$ cat src/core/wit_pkg.sv
// Shared constants for the watchdog and interval timer
package wit_pkg;

  // ==========================================================================
  // Register indexes (byte address is four times the index)
  // ==========================================================================
  localparam logic [15:0] OVF_SEL_IDX  = 16'hff42; // Overflow period select
  localparam logic [15:0] MODE_IDX     = 16'hfff9; // Run, guard and action
  localparam logic [15:0] IRQ_CTRL_IDX = 16'hff80; // Interval mask, priority
  localparam logic [15:0] MODE_SET_IDX = 16'hff81; // Single-bit set alias
  localparam logic [15:0] COUNT_IDX    = 16'hff82; // Live counter value

  // ==========================================================================
  // Field positions
  // ==========================================================================
  localparam int RUN_BIT       = 7;   // Run bit of the mode register
  localparam int GUARD_BIT     = 4;   // Watchdog mode select
  localparam int ACTION_BIT    = 3;   // Overflow action: nmi or reset
  localparam int PERIOD_LSB    = 0;   // Period select field, low bit
  localparam int PERIOD_W      = 3;   // Period select field width
  localparam int IRQ_MASK_BIT  = 0;   // Interval interrupt mask
  localparam int IRQ_PRIO_BIT  = 1;   // Interval interrupt priority

  // ==========================================================================
  // Reset values
  // ==========================================================================
  localparam logic [7:0] OVF_SEL_RST  = 8'h00; // Shortest period
  localparam logic [7:0] MODE_RST     = 8'h00; // Stopped, interval mode
  localparam logic [1:0] IRQ_CTRL_RST = 2'h1;  // Masked, low priority

  // ==========================================================================
  // Timing: overflow periods as powers of two of main-clock cycles
  // ==========================================================================
  localparam int SHIFT_LO_DEF  = 12;  // Code 000 gives 2^12 cycles
  localparam int SHIFT_TOP_DEF = 20;  // Code 111 gives 2^20 cycles
  localparam int COUNT_W_DEF   = 20;  // Counter width for 2^20

  // Selected overflow action
  typedef enum logic [1:0] {
    WIT_ACT_IRQ,
    WIT_ACT_NMI,
    WIT_ACT_RESET
  } wit_action_t;

endpackage

$ cat src/core/wit_watchdog_interval_timer.sv
// Watchdog / interval timer with its Avalon-MM register slave
`timescale 1ns/10ps
`default_nettype none

// What this block does
// - Three-bit code picks overflow period
// - Period select byte-written, resets to zero
// - Mode and action bits choose overflow effect
// - Writing run one clears and restarts counter
// - Run bit ignores software writes of zero
// - Mode and action bits stick until reset
// - Mode register byte or bit written, resets zero
// - First overflow after restart exact, not early
// - Counts in halt, stops in stop
// - Counting paused while cpu runs on subclock
// - Interval mode repeats masked, prioritised interrupt
// - Interval request has top default priority
module wit_watchdog_interval_timer #(
  parameter int COUNT_W   = wit_pkg::COUNT_W_DEF,   // Counter width
  parameter int SHIFT_LO  = wit_pkg::SHIFT_LO_DEF,  // Shift for code 0
  parameter int SHIFT_TOP = wit_pkg::SHIFT_TOP_DEF  // Shift for code 7
) (
  input  wire logic        i_core_clk,              // Main clock, 25 MHz
  input  wire logic        i_rst,                   // Sync reset, high
  input  wire logic [17:0] i_avs_address,           // Byte address
  input  wire logic        i_avs_read,              // Read request
  input  wire logic        i_avs_write,             // Write request
  input  wire logic [31:0] i_avs_writedata,         // Write data
  input  wire logic [3:0]  i_avs_byteenable,        // Byte lanes
  input  wire logic        i_stop_mode,             // Device in stop
  input  wire logic        i_cpu_on_subclock,       // Cpu on subclock
  output logic      [31:0] o_avs_readdata,          // Read data
  output logic             o_avs_waitrequest,       // Bus wait
  output logic             o_interval_irq_request,  // Maskable pulse
  output logic             o_interval_irq_priority, // Priority flag
  output logic             o_nmi_request,           // Non-maskable pulse
  output logic             o_system_reset_request,  // Reset pulse
  output logic             o_counting               // Counter advancing
);

  // ==========================================================================
  // Declarations
  // ==========================================================================
  logic [2:0]         overflow_sel;       // Period select field
  logic               run;                // Sticky run bit
  logic               guard_mode_sel;     // Sticky watchdog mode
  logic               overflow_action_sel; // Sticky reset-versus-nmi
  logic               interval_irq_mask;  // Interval interrupt mask
  logic               interval_irq_priority; // Interval priority flag
  logic [2:0]         next_overflow_sel;  // Next period select
  logic               next_run;           // Next run bit
  logic               next_guard;         // Next watchdog mode
  logic               next_action;        // Next action select
  logic               next_mask;          // Next mask
  logic               next_prio;          // Next priority
  logic               restart;            // Clear counter this cycle
  logic [31:0]        next_readdata;      // Read mux result
  logic               next_irq;           // Next interval pulse
  logic               next_nmi;           // Next nmi pulse
  logic               next_rst_req;       // Next reset pulse
  logic               next_counting;      // Next counting status
  logic               count_enable;       // Counter advances
  logic               capture;            // Latch read data
  logic               commit;             // Apply write
  logic               overflow;           // Overflow pulse from counter
  logic [COUNT_W-1:0] count;              // Live count
  logic [15:0]        reg_idx;            // Register index from address
  logic               aligned;            // Word-aligned access
  logic               lane0;              // Low byte lane enabled
  logic [7:0]         wbyte;              // Low byte of write data
  logic [7:0]         mode_byte;          // Mode register as read
  wit_pkg::wit_action_t action;           // Current overflow effect

  // ==========================================================================
  // Bus handshake
  // ==========================================================================
  // One wait cycle per transfer; see the handshake module
  wit_bus_handshake u_handshake (
    .i_core_clk    (i_core_clk),
    .i_rst         (i_rst),
    .i_read        (i_avs_read),
    .i_write       (i_avs_write),
    .o_waitrequest (o_avs_waitrequest),
    .o_capture     (capture),
    .o_commit      (commit)
  );

  // Address split: index in the upper bits, byte offset must be zero
  assign reg_idx = i_avs_address[17:2];
  assign aligned = (i_avs_address[1:0] == 2'h0);
  assign lane0   = i_avs_byteenable[0];
  assign wbyte   = i_avs_writedata[7:0];

  // Mode register image, unused bits read as zero
  always_comb begin
    mode_byte = 8'h00;
    mode_byte[wit_pkg::RUN_BIT]    = run;
    mode_byte[wit_pkg::GUARD_BIT]  = guard_mode_sel;
    mode_byte[wit_pkg::ACTION_BIT] = overflow_action_sel;
  end

  // ==========================================================================
  // Control registers: next values
  // ==========================================================================
  // Bits that software can only set are ORed in, never replaced
  always_comb begin
    next_overflow_sel = overflow_sel;
    next_run          = run;
    next_guard        = guard_mode_sel;
    next_action       = overflow_action_sel;
    next_mask         = interval_irq_mask;
    next_prio         = interval_irq_priority;
    restart           = 1'b0;
    if (commit && aligned && lane0) begin
      if (reg_idx == wit_pkg::OVF_SEL_IDX) begin
        // Whole byte only; taken even while running
        next_overflow_sel = wbyte[wit_pkg::PERIOD_LSB +: wit_pkg::PERIOD_W];
      end else if ((reg_idx == wit_pkg::MODE_IDX) ||
                   (reg_idx == wit_pkg::MODE_SET_IDX)) begin
        // Byte and alias writes alike: bits are set-only
        next_run    = run | wbyte[wit_pkg::RUN_BIT];
        next_guard  = guard_mode_sel | wbyte[wit_pkg::GUARD_BIT];
        next_action = overflow_action_sel |
                      wbyte[wit_pkg::ACTION_BIT];
        restart     = wbyte[wit_pkg::RUN_BIT];
      end else if (reg_idx == wit_pkg::IRQ_CTRL_IDX) begin
        next_mask = wbyte[wit_pkg::IRQ_MASK_BIT];
        next_prio = wbyte[wit_pkg::IRQ_PRIO_BIT];
      end else begin
        // Unmapped or read-only index: write dropped
        next_run = run;
      end
    end
  end

  // Control register storage
  always_ff @(posedge i_core_clk) begin
    if (i_rst) begin
      overflow_sel          <= wit_pkg::OVF_SEL_RST[2:0];
      run                   <= wit_pkg::MODE_RST[wit_pkg::RUN_BIT];
      guard_mode_sel        <= wit_pkg::MODE_RST[wit_pkg::GUARD_BIT];
      overflow_action_sel   <= wit_pkg::MODE_RST[wit_pkg::ACTION_BIT];
      interval_irq_mask     <= wit_pkg::IRQ_CTRL_RST[wit_pkg::IRQ_MASK_BIT];
      interval_irq_priority <= wit_pkg::IRQ_CTRL_RST[wit_pkg::IRQ_PRIO_BIT];
    end else begin
      overflow_sel          <= next_overflow_sel;
      run                   <= next_run;
      guard_mode_sel        <= next_guard;
      overflow_action_sel   <= next_action;
      interval_irq_mask     <= next_mask;
      interval_irq_priority <= next_prio;
    end
  end

  // ==========================================================================
  // Counter
  // ==========================================================================
  // Halt has no input, so it counts on; stop and subclock
  // freeze the count without clearing it
  assign count_enable = run && !i_stop_mode && !i_cpu_on_subclock;

  // Restart clears outright: first period exact, not early
  wit_overflow_counter #(
    .COUNT_W   (COUNT_W),
    .SHIFT_LO  (SHIFT_LO),
    .SHIFT_TOP (SHIFT_TOP)
  ) u_counter (
    .i_core_clk (i_core_clk),
    .i_rst      (i_rst),
    .i_clear    (restart),
    .i_enable   (count_enable),
    .i_sel      (overflow_sel),
    .o_count    (count),
    .o_overflow (overflow)
  );

  // ==========================================================================
  // Overflow effect
  // ==========================================================================
  // Guard bit picks watchdog; then the action bit picks nmi or reset
  always_comb begin
    if (!guard_mode_sel) begin
      action = wit_pkg::WIT_ACT_IRQ;
    end else if (!overflow_action_sel) begin
      action = wit_pkg::WIT_ACT_NMI;
    end else begin
      action = wit_pkg::WIT_ACT_RESET;
    end
  end

  // Route the single overflow pulse to one output at most
  always_comb begin
    next_irq      = 1'b0;
    next_nmi      = 1'b0;
    next_rst_req  = 1'b0;
    next_counting = count_enable;
    case (action)
      wit_pkg::WIT_ACT_IRQ: begin
        // Masked requests are simply dropped, not held pending
        next_irq = overflow && !interval_irq_mask;
      end
      wit_pkg::WIT_ACT_NMI: begin
        next_nmi = overflow;
      end
      wit_pkg::WIT_ACT_RESET: begin
        next_rst_req = overflow;
      end
      default: begin
        next_irq = 1'b0;
      end
    endcase
  end

  // Outputs, all registered; the three event outputs are one-cycle pulses
  always_ff @(posedge i_core_clk) begin
    if (i_rst) begin
      o_interval_irq_request  <= 1'b0;
      o_nmi_request           <= 1'b0;
      o_system_reset_request  <= 1'b0;
      o_interval_irq_priority <= 1'b0;
      o_counting              <= 1'b0;
    end else begin
      o_interval_irq_request  <= next_irq;
      o_nmi_request           <= next_nmi;
      o_system_reset_request  <= next_rst_req;
      // Ranked first by default; the flag picks the level
      o_interval_irq_priority <= interval_irq_priority;
      o_counting              <= next_counting;
    end
  end

  // ==========================================================================
  // Read data
  // ==========================================================================
  // Narrow registers sit in the low bits; all else reads zero
  always_comb begin
    next_readdata = 32'h0000_0000;
    if (!aligned) begin
      next_readdata = 32'h0000_0000;
    end else if (reg_idx == wit_pkg::OVF_SEL_IDX) begin
      next_readdata[2:0] = overflow_sel;
    end else if (reg_idx == wit_pkg::MODE_IDX) begin
      next_readdata[7:0] = mode_byte;
    end else if (reg_idx == wit_pkg::MODE_SET_IDX) begin
      next_readdata[7:0] = mode_byte;
    end else if (reg_idx == wit_pkg::IRQ_CTRL_IDX) begin
      next_readdata[wit_pkg::IRQ_MASK_BIT] = interval_irq_mask;
      next_readdata[wit_pkg::IRQ_PRIO_BIT] = interval_irq_priority;
    end else if (reg_idx == wit_pkg::COUNT_IDX) begin
      next_readdata[COUNT_W-1:0] = count;
    end else begin
      next_readdata = 32'h0000_0000;
    end
  end

  // Latched during the wait cycle, held until the next read
  always_ff @(posedge i_core_clk) begin
    if (i_rst) begin
      o_avs_readdata <= 32'h0000_0000;
    end else if (capture) begin
      o_avs_readdata <= next_readdata;
    end else begin
      o_avs_readdata <= o_avs_readdata;
    end
  end

endmodule

`default_nettype wire

$ cat src/core/wit_bus_handshake.sv
// Avalon-MM waitrequest handshake: one wait cycle per transfer
`timescale 1ns/10ps
`default_nettype none

module wit_bus_handshake (
  input  wire logic i_core_clk,   // Main clock
  input  wire logic i_rst,        // Synchronous reset, active high
  input  wire logic i_read,       // Master read request
  input  wire logic i_write,      // Master write request
  output logic      o_waitrequest, // Registered wait to the master
  output logic      o_capture,    // Read data must be latched now
  output logic      o_commit      // Write takes effect at this edge
);

  logic next_waitrequest; // Next wait state

  // ==========================================================================
  // Handshake
  // ==========================================================================
  // Wait drops for exactly one cycle after a request is seen
  always_comb begin
    next_waitrequest = 1'b1;
    if ((i_read || i_write) && o_waitrequest) begin
      next_waitrequest = 1'b0;
    end
  end

  // Read data is latched when taken, so it stands when sampled
  assign o_capture = i_read && o_waitrequest;
  assign o_commit  = i_write && !o_waitrequest;

  // Wait state register, high under reset
  always_ff @(posedge i_core_clk) begin
    if (i_rst) begin
      o_waitrequest <= 1'b1;
    end else begin
      o_waitrequest <= next_waitrequest;
    end
  end

endmodule

`default_nettype wire

$ cat src/core/wit_overflow_counter.sv
// Free counter with selectable power-of-two overflow period
`timescale 1ns/10ps
`default_nettype none

module wit_overflow_counter #(
  parameter int COUNT_W   = wit_pkg::COUNT_W_DEF,   // Counter width
  parameter int SHIFT_LO  = wit_pkg::SHIFT_LO_DEF,  // Shift for code 0
  parameter int SHIFT_TOP = wit_pkg::SHIFT_TOP_DEF  // Shift for code 7
) (
  input  wire logic               i_core_clk, // Main clock
  input  wire logic               i_rst,      // Synchronous reset
  input  wire logic               i_clear,    // Restart from zero
  input  wire logic               i_enable,   // Count this cycle
  input  wire logic [2:0]         i_sel,      // Period select code
  output logic      [COUNT_W-1:0] o_count,    // Current count
  output logic                    o_overflow  // One-cycle overflow pulse
);

  logic [COUNT_W-1:0] next_count;    // Next count
  logic               next_overflow; // Next overflow pulse
  logic [COUNT_W-1:0] term_mask;     // Low bits that must all be one
  int                 shift;         // Period as a power of two

  // ==========================================================================
  // Period decode and counting
  // ==========================================================================
  // Code 7 skips to the top power
  always_comb begin
    shift = (i_sel == 3'h7) ? SHIFT_TOP : SHIFT_LO + int'(i_sel);
    term_mask = COUNT_W'((64'h1 << shift) - 64'h1);
    next_count    = o_count;
    next_overflow = 1'b0;
    if (i_clear) begin
      next_count = '0;
    end else if (i_enable) begin
      if ((o_count & term_mask) == term_mask) begin
        // Wrap and keep going, so interval mode repeats
        next_count    = '0;
        next_overflow = 1'b1;
      end else begin
        next_count = o_count + COUNT_W'(1);
      end
    end
  end

  // Count and pulse registers
  always_ff @(posedge i_core_clk) begin
    if (i_rst) begin
      o_count    <= '0;
      o_overflow <= 1'b0;
    end else begin
      o_count    <= next_count;
      o_overflow <= next_overflow;
    end
  end

endmodule

`default_nettype wire

$ cat config.mk
export PLATFORM = sky130hd
export DESIGN_NAME = wit_watchdog_interval_timer
export DESIGN_NICKNAME = d
export VERILOG_FILES = /design/src/core/wit_pkg.sv /design/src/core/wit_watchdog_interval_timer.sv /design/src/core/wit_bus_handshake.sv /design/src/core/wit_overflow_counter.sv
export SDC_FILE = /design/constraint.sdc
export NUM_CORES = 1
export LEC_CHECK = 0
export BUFFER_PORTS_ARGS = -buffer_cell sky130_fd_sc_hd__buf_2
export CAP_MARGIN = 20
export CORE_MARGIN = 3
export CORE_UTILIZATION = 52
export DETAILED_ROUTE_END_ITERATION = 10
export HOLD_SLACK_MARGIN = 0.08
export PLACE_DENSITY = 0.94
export SLEW_MARGIN = 0
export SYNTH_ARGS = -nofsm -noshare
export SYNTH_HDL_FRONTEND = slang
export SYNTH_SLANG_ARGS = --single-unit
$ cat constraint.sdc
create_clock -name i_core_clk -period 2.8 [get_ports i_core_clk]
set_input_delay 0.14 -clock i_core_clk [delete_from_list [all_inputs] [get_ports i_core_clk]]
set_output_delay 0.14 -clock i_core_clk [all_outputs]
set_load 0.02 [all_outputs]
==> results.md <==
- Via count of the first global-routing pass: 2261
- Tightest Pin Transition: 0.8340 ns
- Final max-slew violation count: 0
- Final-report hold violation count: 0
- Share of post-route cells with drive strength above 1: 0.2849
- Commonest cells after routing, fill and taps aside: buf_2, dfxtp_1, nor2_1
- Top routing layer used: met4
- Effective utilization at floorplan: 0.5611
- Synthesis-to-finish area growth: 15.97%
- List of cells traversed by the critical path: nand2_1 > o41ai_1 > o2111ai_1 > o21bai_1 > buf_4 > nor2_1
- Sequential share of the synthesized area: 0.4299
- Number of antenna violations at the first check in global routing: 0
- Largest fanout of any net on the critical path: 11
- Clock slew at reported path FFs: 0.10 ns
- Number of setup buffers added after CTS: 0
- Count of nets after finishing: 397
- Antenna Nets Post-Route: 0
- RSZ-0062 raised after global routing: false
- DR vias: 2346
- Yosys cell types: 50
- Worst setup SP type: flip-flop
- Status: complete, no violations
- Leading cell type in the layout, fill and taps excluded: buf_2
- Gate Count Post-Synth: 277
- Number of buffers and inverters on the critical path: 1
- Sum Neg Setup Slack: 0 ns
- Number of cells traversed by the worst register-to-register path: 6
- Count of max-cap constraint violations: 0
- Routed wire length on met2: 3240 um
- Share of the synthesized area in the top cell type: 0.4299
- Clock sink count: 55
- Post-DR wirelength/cell: 16.45 um
- Largest net degree at the start of global routing: 34
- Die area: 5803 um2
- Worst-case clock skew: 0.008532 ns
- Leakage: 0.001173 uW
- Max-Slew Margin vs Limit: 0.4426
- Main area contributors after synthesis: dfxtp_1, a22oi_2, nor2_1
- Clock tree buffer depth: 2
- Cell Pwr Density: 455.8 nW/um2
- Path category of the worst min-delay check: in -> reg
- Number of port buffers: 56
- Worst setup path category: reg -> reg
- Avg Vias per Cell: 5.836
- Number of cells upsized or downsized after cts: 0
- Syn_area_per_cell: 9.246 um2
- Number of CTS-inserted buffers: 5
- GRT Util Overall: 0.2236
- Min Clock Period, post-route: 2.197 ns
- Synthesized flop and latch total: 55
- Number of top-level design ports: 98
- Dominant cell type by area after synthesis: dfxtp_1
- Final period util: 0.7845
- Final GP Congestion: 0.8677
- Kind of end point of the critical path: flip-flop
- Global-route wire length before repair: 10620 um
- Required time at the worst-slack endpoint: 3.01 ns
- Die X: 76.18 um
- Insertion delay to the later sink of the worst-skew pair: 0.32 ns
- Total iterations of the first detailed-routing run: 7
- Placement row count: 24
- Post-Route M1 WL: 2459 um
- Final hold slack: 0.09830 ns
- Overall die height: 76.18 um
- Yosys warns: 0
- Detailed-routed wire length on met3: 632 um
- Cell class contributing the biggest share of worst-path delay: compound AO/OA/AOI/OAI gates
- Buffer type at the clock tree root: clkbuf_8
- Violation count after the first detailed-routing iteration: 205
- GR Overflow Total: 0
- Ant diodes: 0
- Post-DP HPWL: 4313 um
- Largest vdd supply drop: 0.2293 mV
- Number of gates on the worst path with buffers counted: 6
- Largest incremental delay on the critical path: 0.45 ns
- Number of cells on the worst hold path: 3
- Final setup violation count: 0
- Signal arrival time at the worst endpoint: 2.41 ns
- Maximum frequency from static timing analysis: 0.4553 GHz
- Clock tree from TritonCTS: yes
- Quantity of hold-fixing buffers added after cts: 5
- DRC Markers: 0
- Critical Path Slowest Stage Cell: dfxtp_1
- Synth Cell Area: 2561 um2
- Core area: 4564 um2
- CTS H-tree lvls: 2
- Final routed wirelength across all metal layers: 6611 um
==> worst register-to-register path, cell delays in order (launching register included) <==
cell       delay (ns)
dfxtp_1          0.45
nand2_1          0.18
o41ai_1          0.42
o2111ai_1        0.39
o21bai_1         0.34
buf_4            0.24
nor2_1           0.08
==> power by group <==
part	switching (uW)	total (uW)	leakage, uW	internal [uW]
sequential	5.95	791	0.000443	785
clock	262	465	0.0000474	202
combinational	64.7	97.8	0.000682	33.1
==> Yosys cell counts, drive strengths merged <==
cell type   n
a211o       1
a211oi      1
a21oi      11
a22oi      18
a2bb2oi     2
and2        1
and3        2
and4        5
buf        20
clkbuf      3
conb        1
dfxtp      55
ha          1
inv         6
mux2i       7
nand2      25
nand2b      3
nand3      11
nand3b      1
nand4       7
nand4b      1
nor2       42
nor2b       3
nor3        8
nor3b       1
nor4        2
nor4b       1
nor4bb      1
o2111a      1
o2111ai     1
o211ai      1
o21ai       2
o21bai      1
o22ai       3
o41ai       2
or2b        2
or3         5
or3b        1
or4         2
or4b        1
xnor2       4
xor2       11
==> per-layer routing <==
metal  GRT usage  vias to the layer above
li1            -                     1079
met1      0.2533                     1071
met2      0.3839                      163
met3     0.04610                       33
met4      0.1395                        0
met5           0                        -
==> logic make-up after synthesis <==
logic type               share of synthesized area
multiplexers                               0.02736
adder cells (fa/ha/maj)                   0.004884
AND/OR/NAND/NOR                             0.2702
XOR/XNOR                                   0.05129
AO/OA/AOI/OAI                               0.1417
buffers and inverters                      0.07327
other                                     0.001464
flip-flops                                  0.4299
==> state kept, by name, summed over array words and instances (netlist names) <==
register and cells:
o_avs_readdata 20, u_counter.o_count 20, overflow_sel 3, guard_mode_sel 1, interval_irq_mask 1, interval_irq_priority 1, o_counting 1, o_interval_irq_priority 1
o_interval_irq_request 1, o_nmi_request 1, o_system_reset_request 1, overflow_action_sel 1, run 1, u_counter.o_overflow 1, u_handshake.o_waitrequest 1
==> area by class of cell <==
class	instances	area [um2]
clock buffers	6	82.58
clock inverters	2	16.27
fillers	347	1594
inverters	6	22.52
multi-input cells	204	1314
flip-flops and latches	55	1101
well taps	65	81.33
repair buffers	64	352.8
==> per-stage QoR <==
step	setup WS [ns]	power [uW]	instances	area (um2)	util
global route	0.5008	1393	402	2970	0.6508
floorplan	0.9880	876.8	288	2603	-
global placement	0.6580	894.5	389	2821	0.6181
finish	0.6034	1354	402	2970	0.6508
detailed placement	0.6244	898.2	389	2821	0.6181
CTS	0.7454	1356	402	2970	0.6508
==> worst paths after layout <==
| check | startpoint | end | slack (ns) |
|---|---|---|---|
| max | u_counter.o_count[12] | u_counter.o_count[11] | 0.60 |
| min | i_avs_writedata[2] | overflow_sel[2] | 0.1 |
| max reg2reg | u_counter.o_count[12] | u_counter.o_count[11] | 0.60 |
| min reg2reg | o_avs_readdata[0] | o_avs_readdata[0] | 0.47 |
No activity file was read; power rests on OpenSTA's default activity.
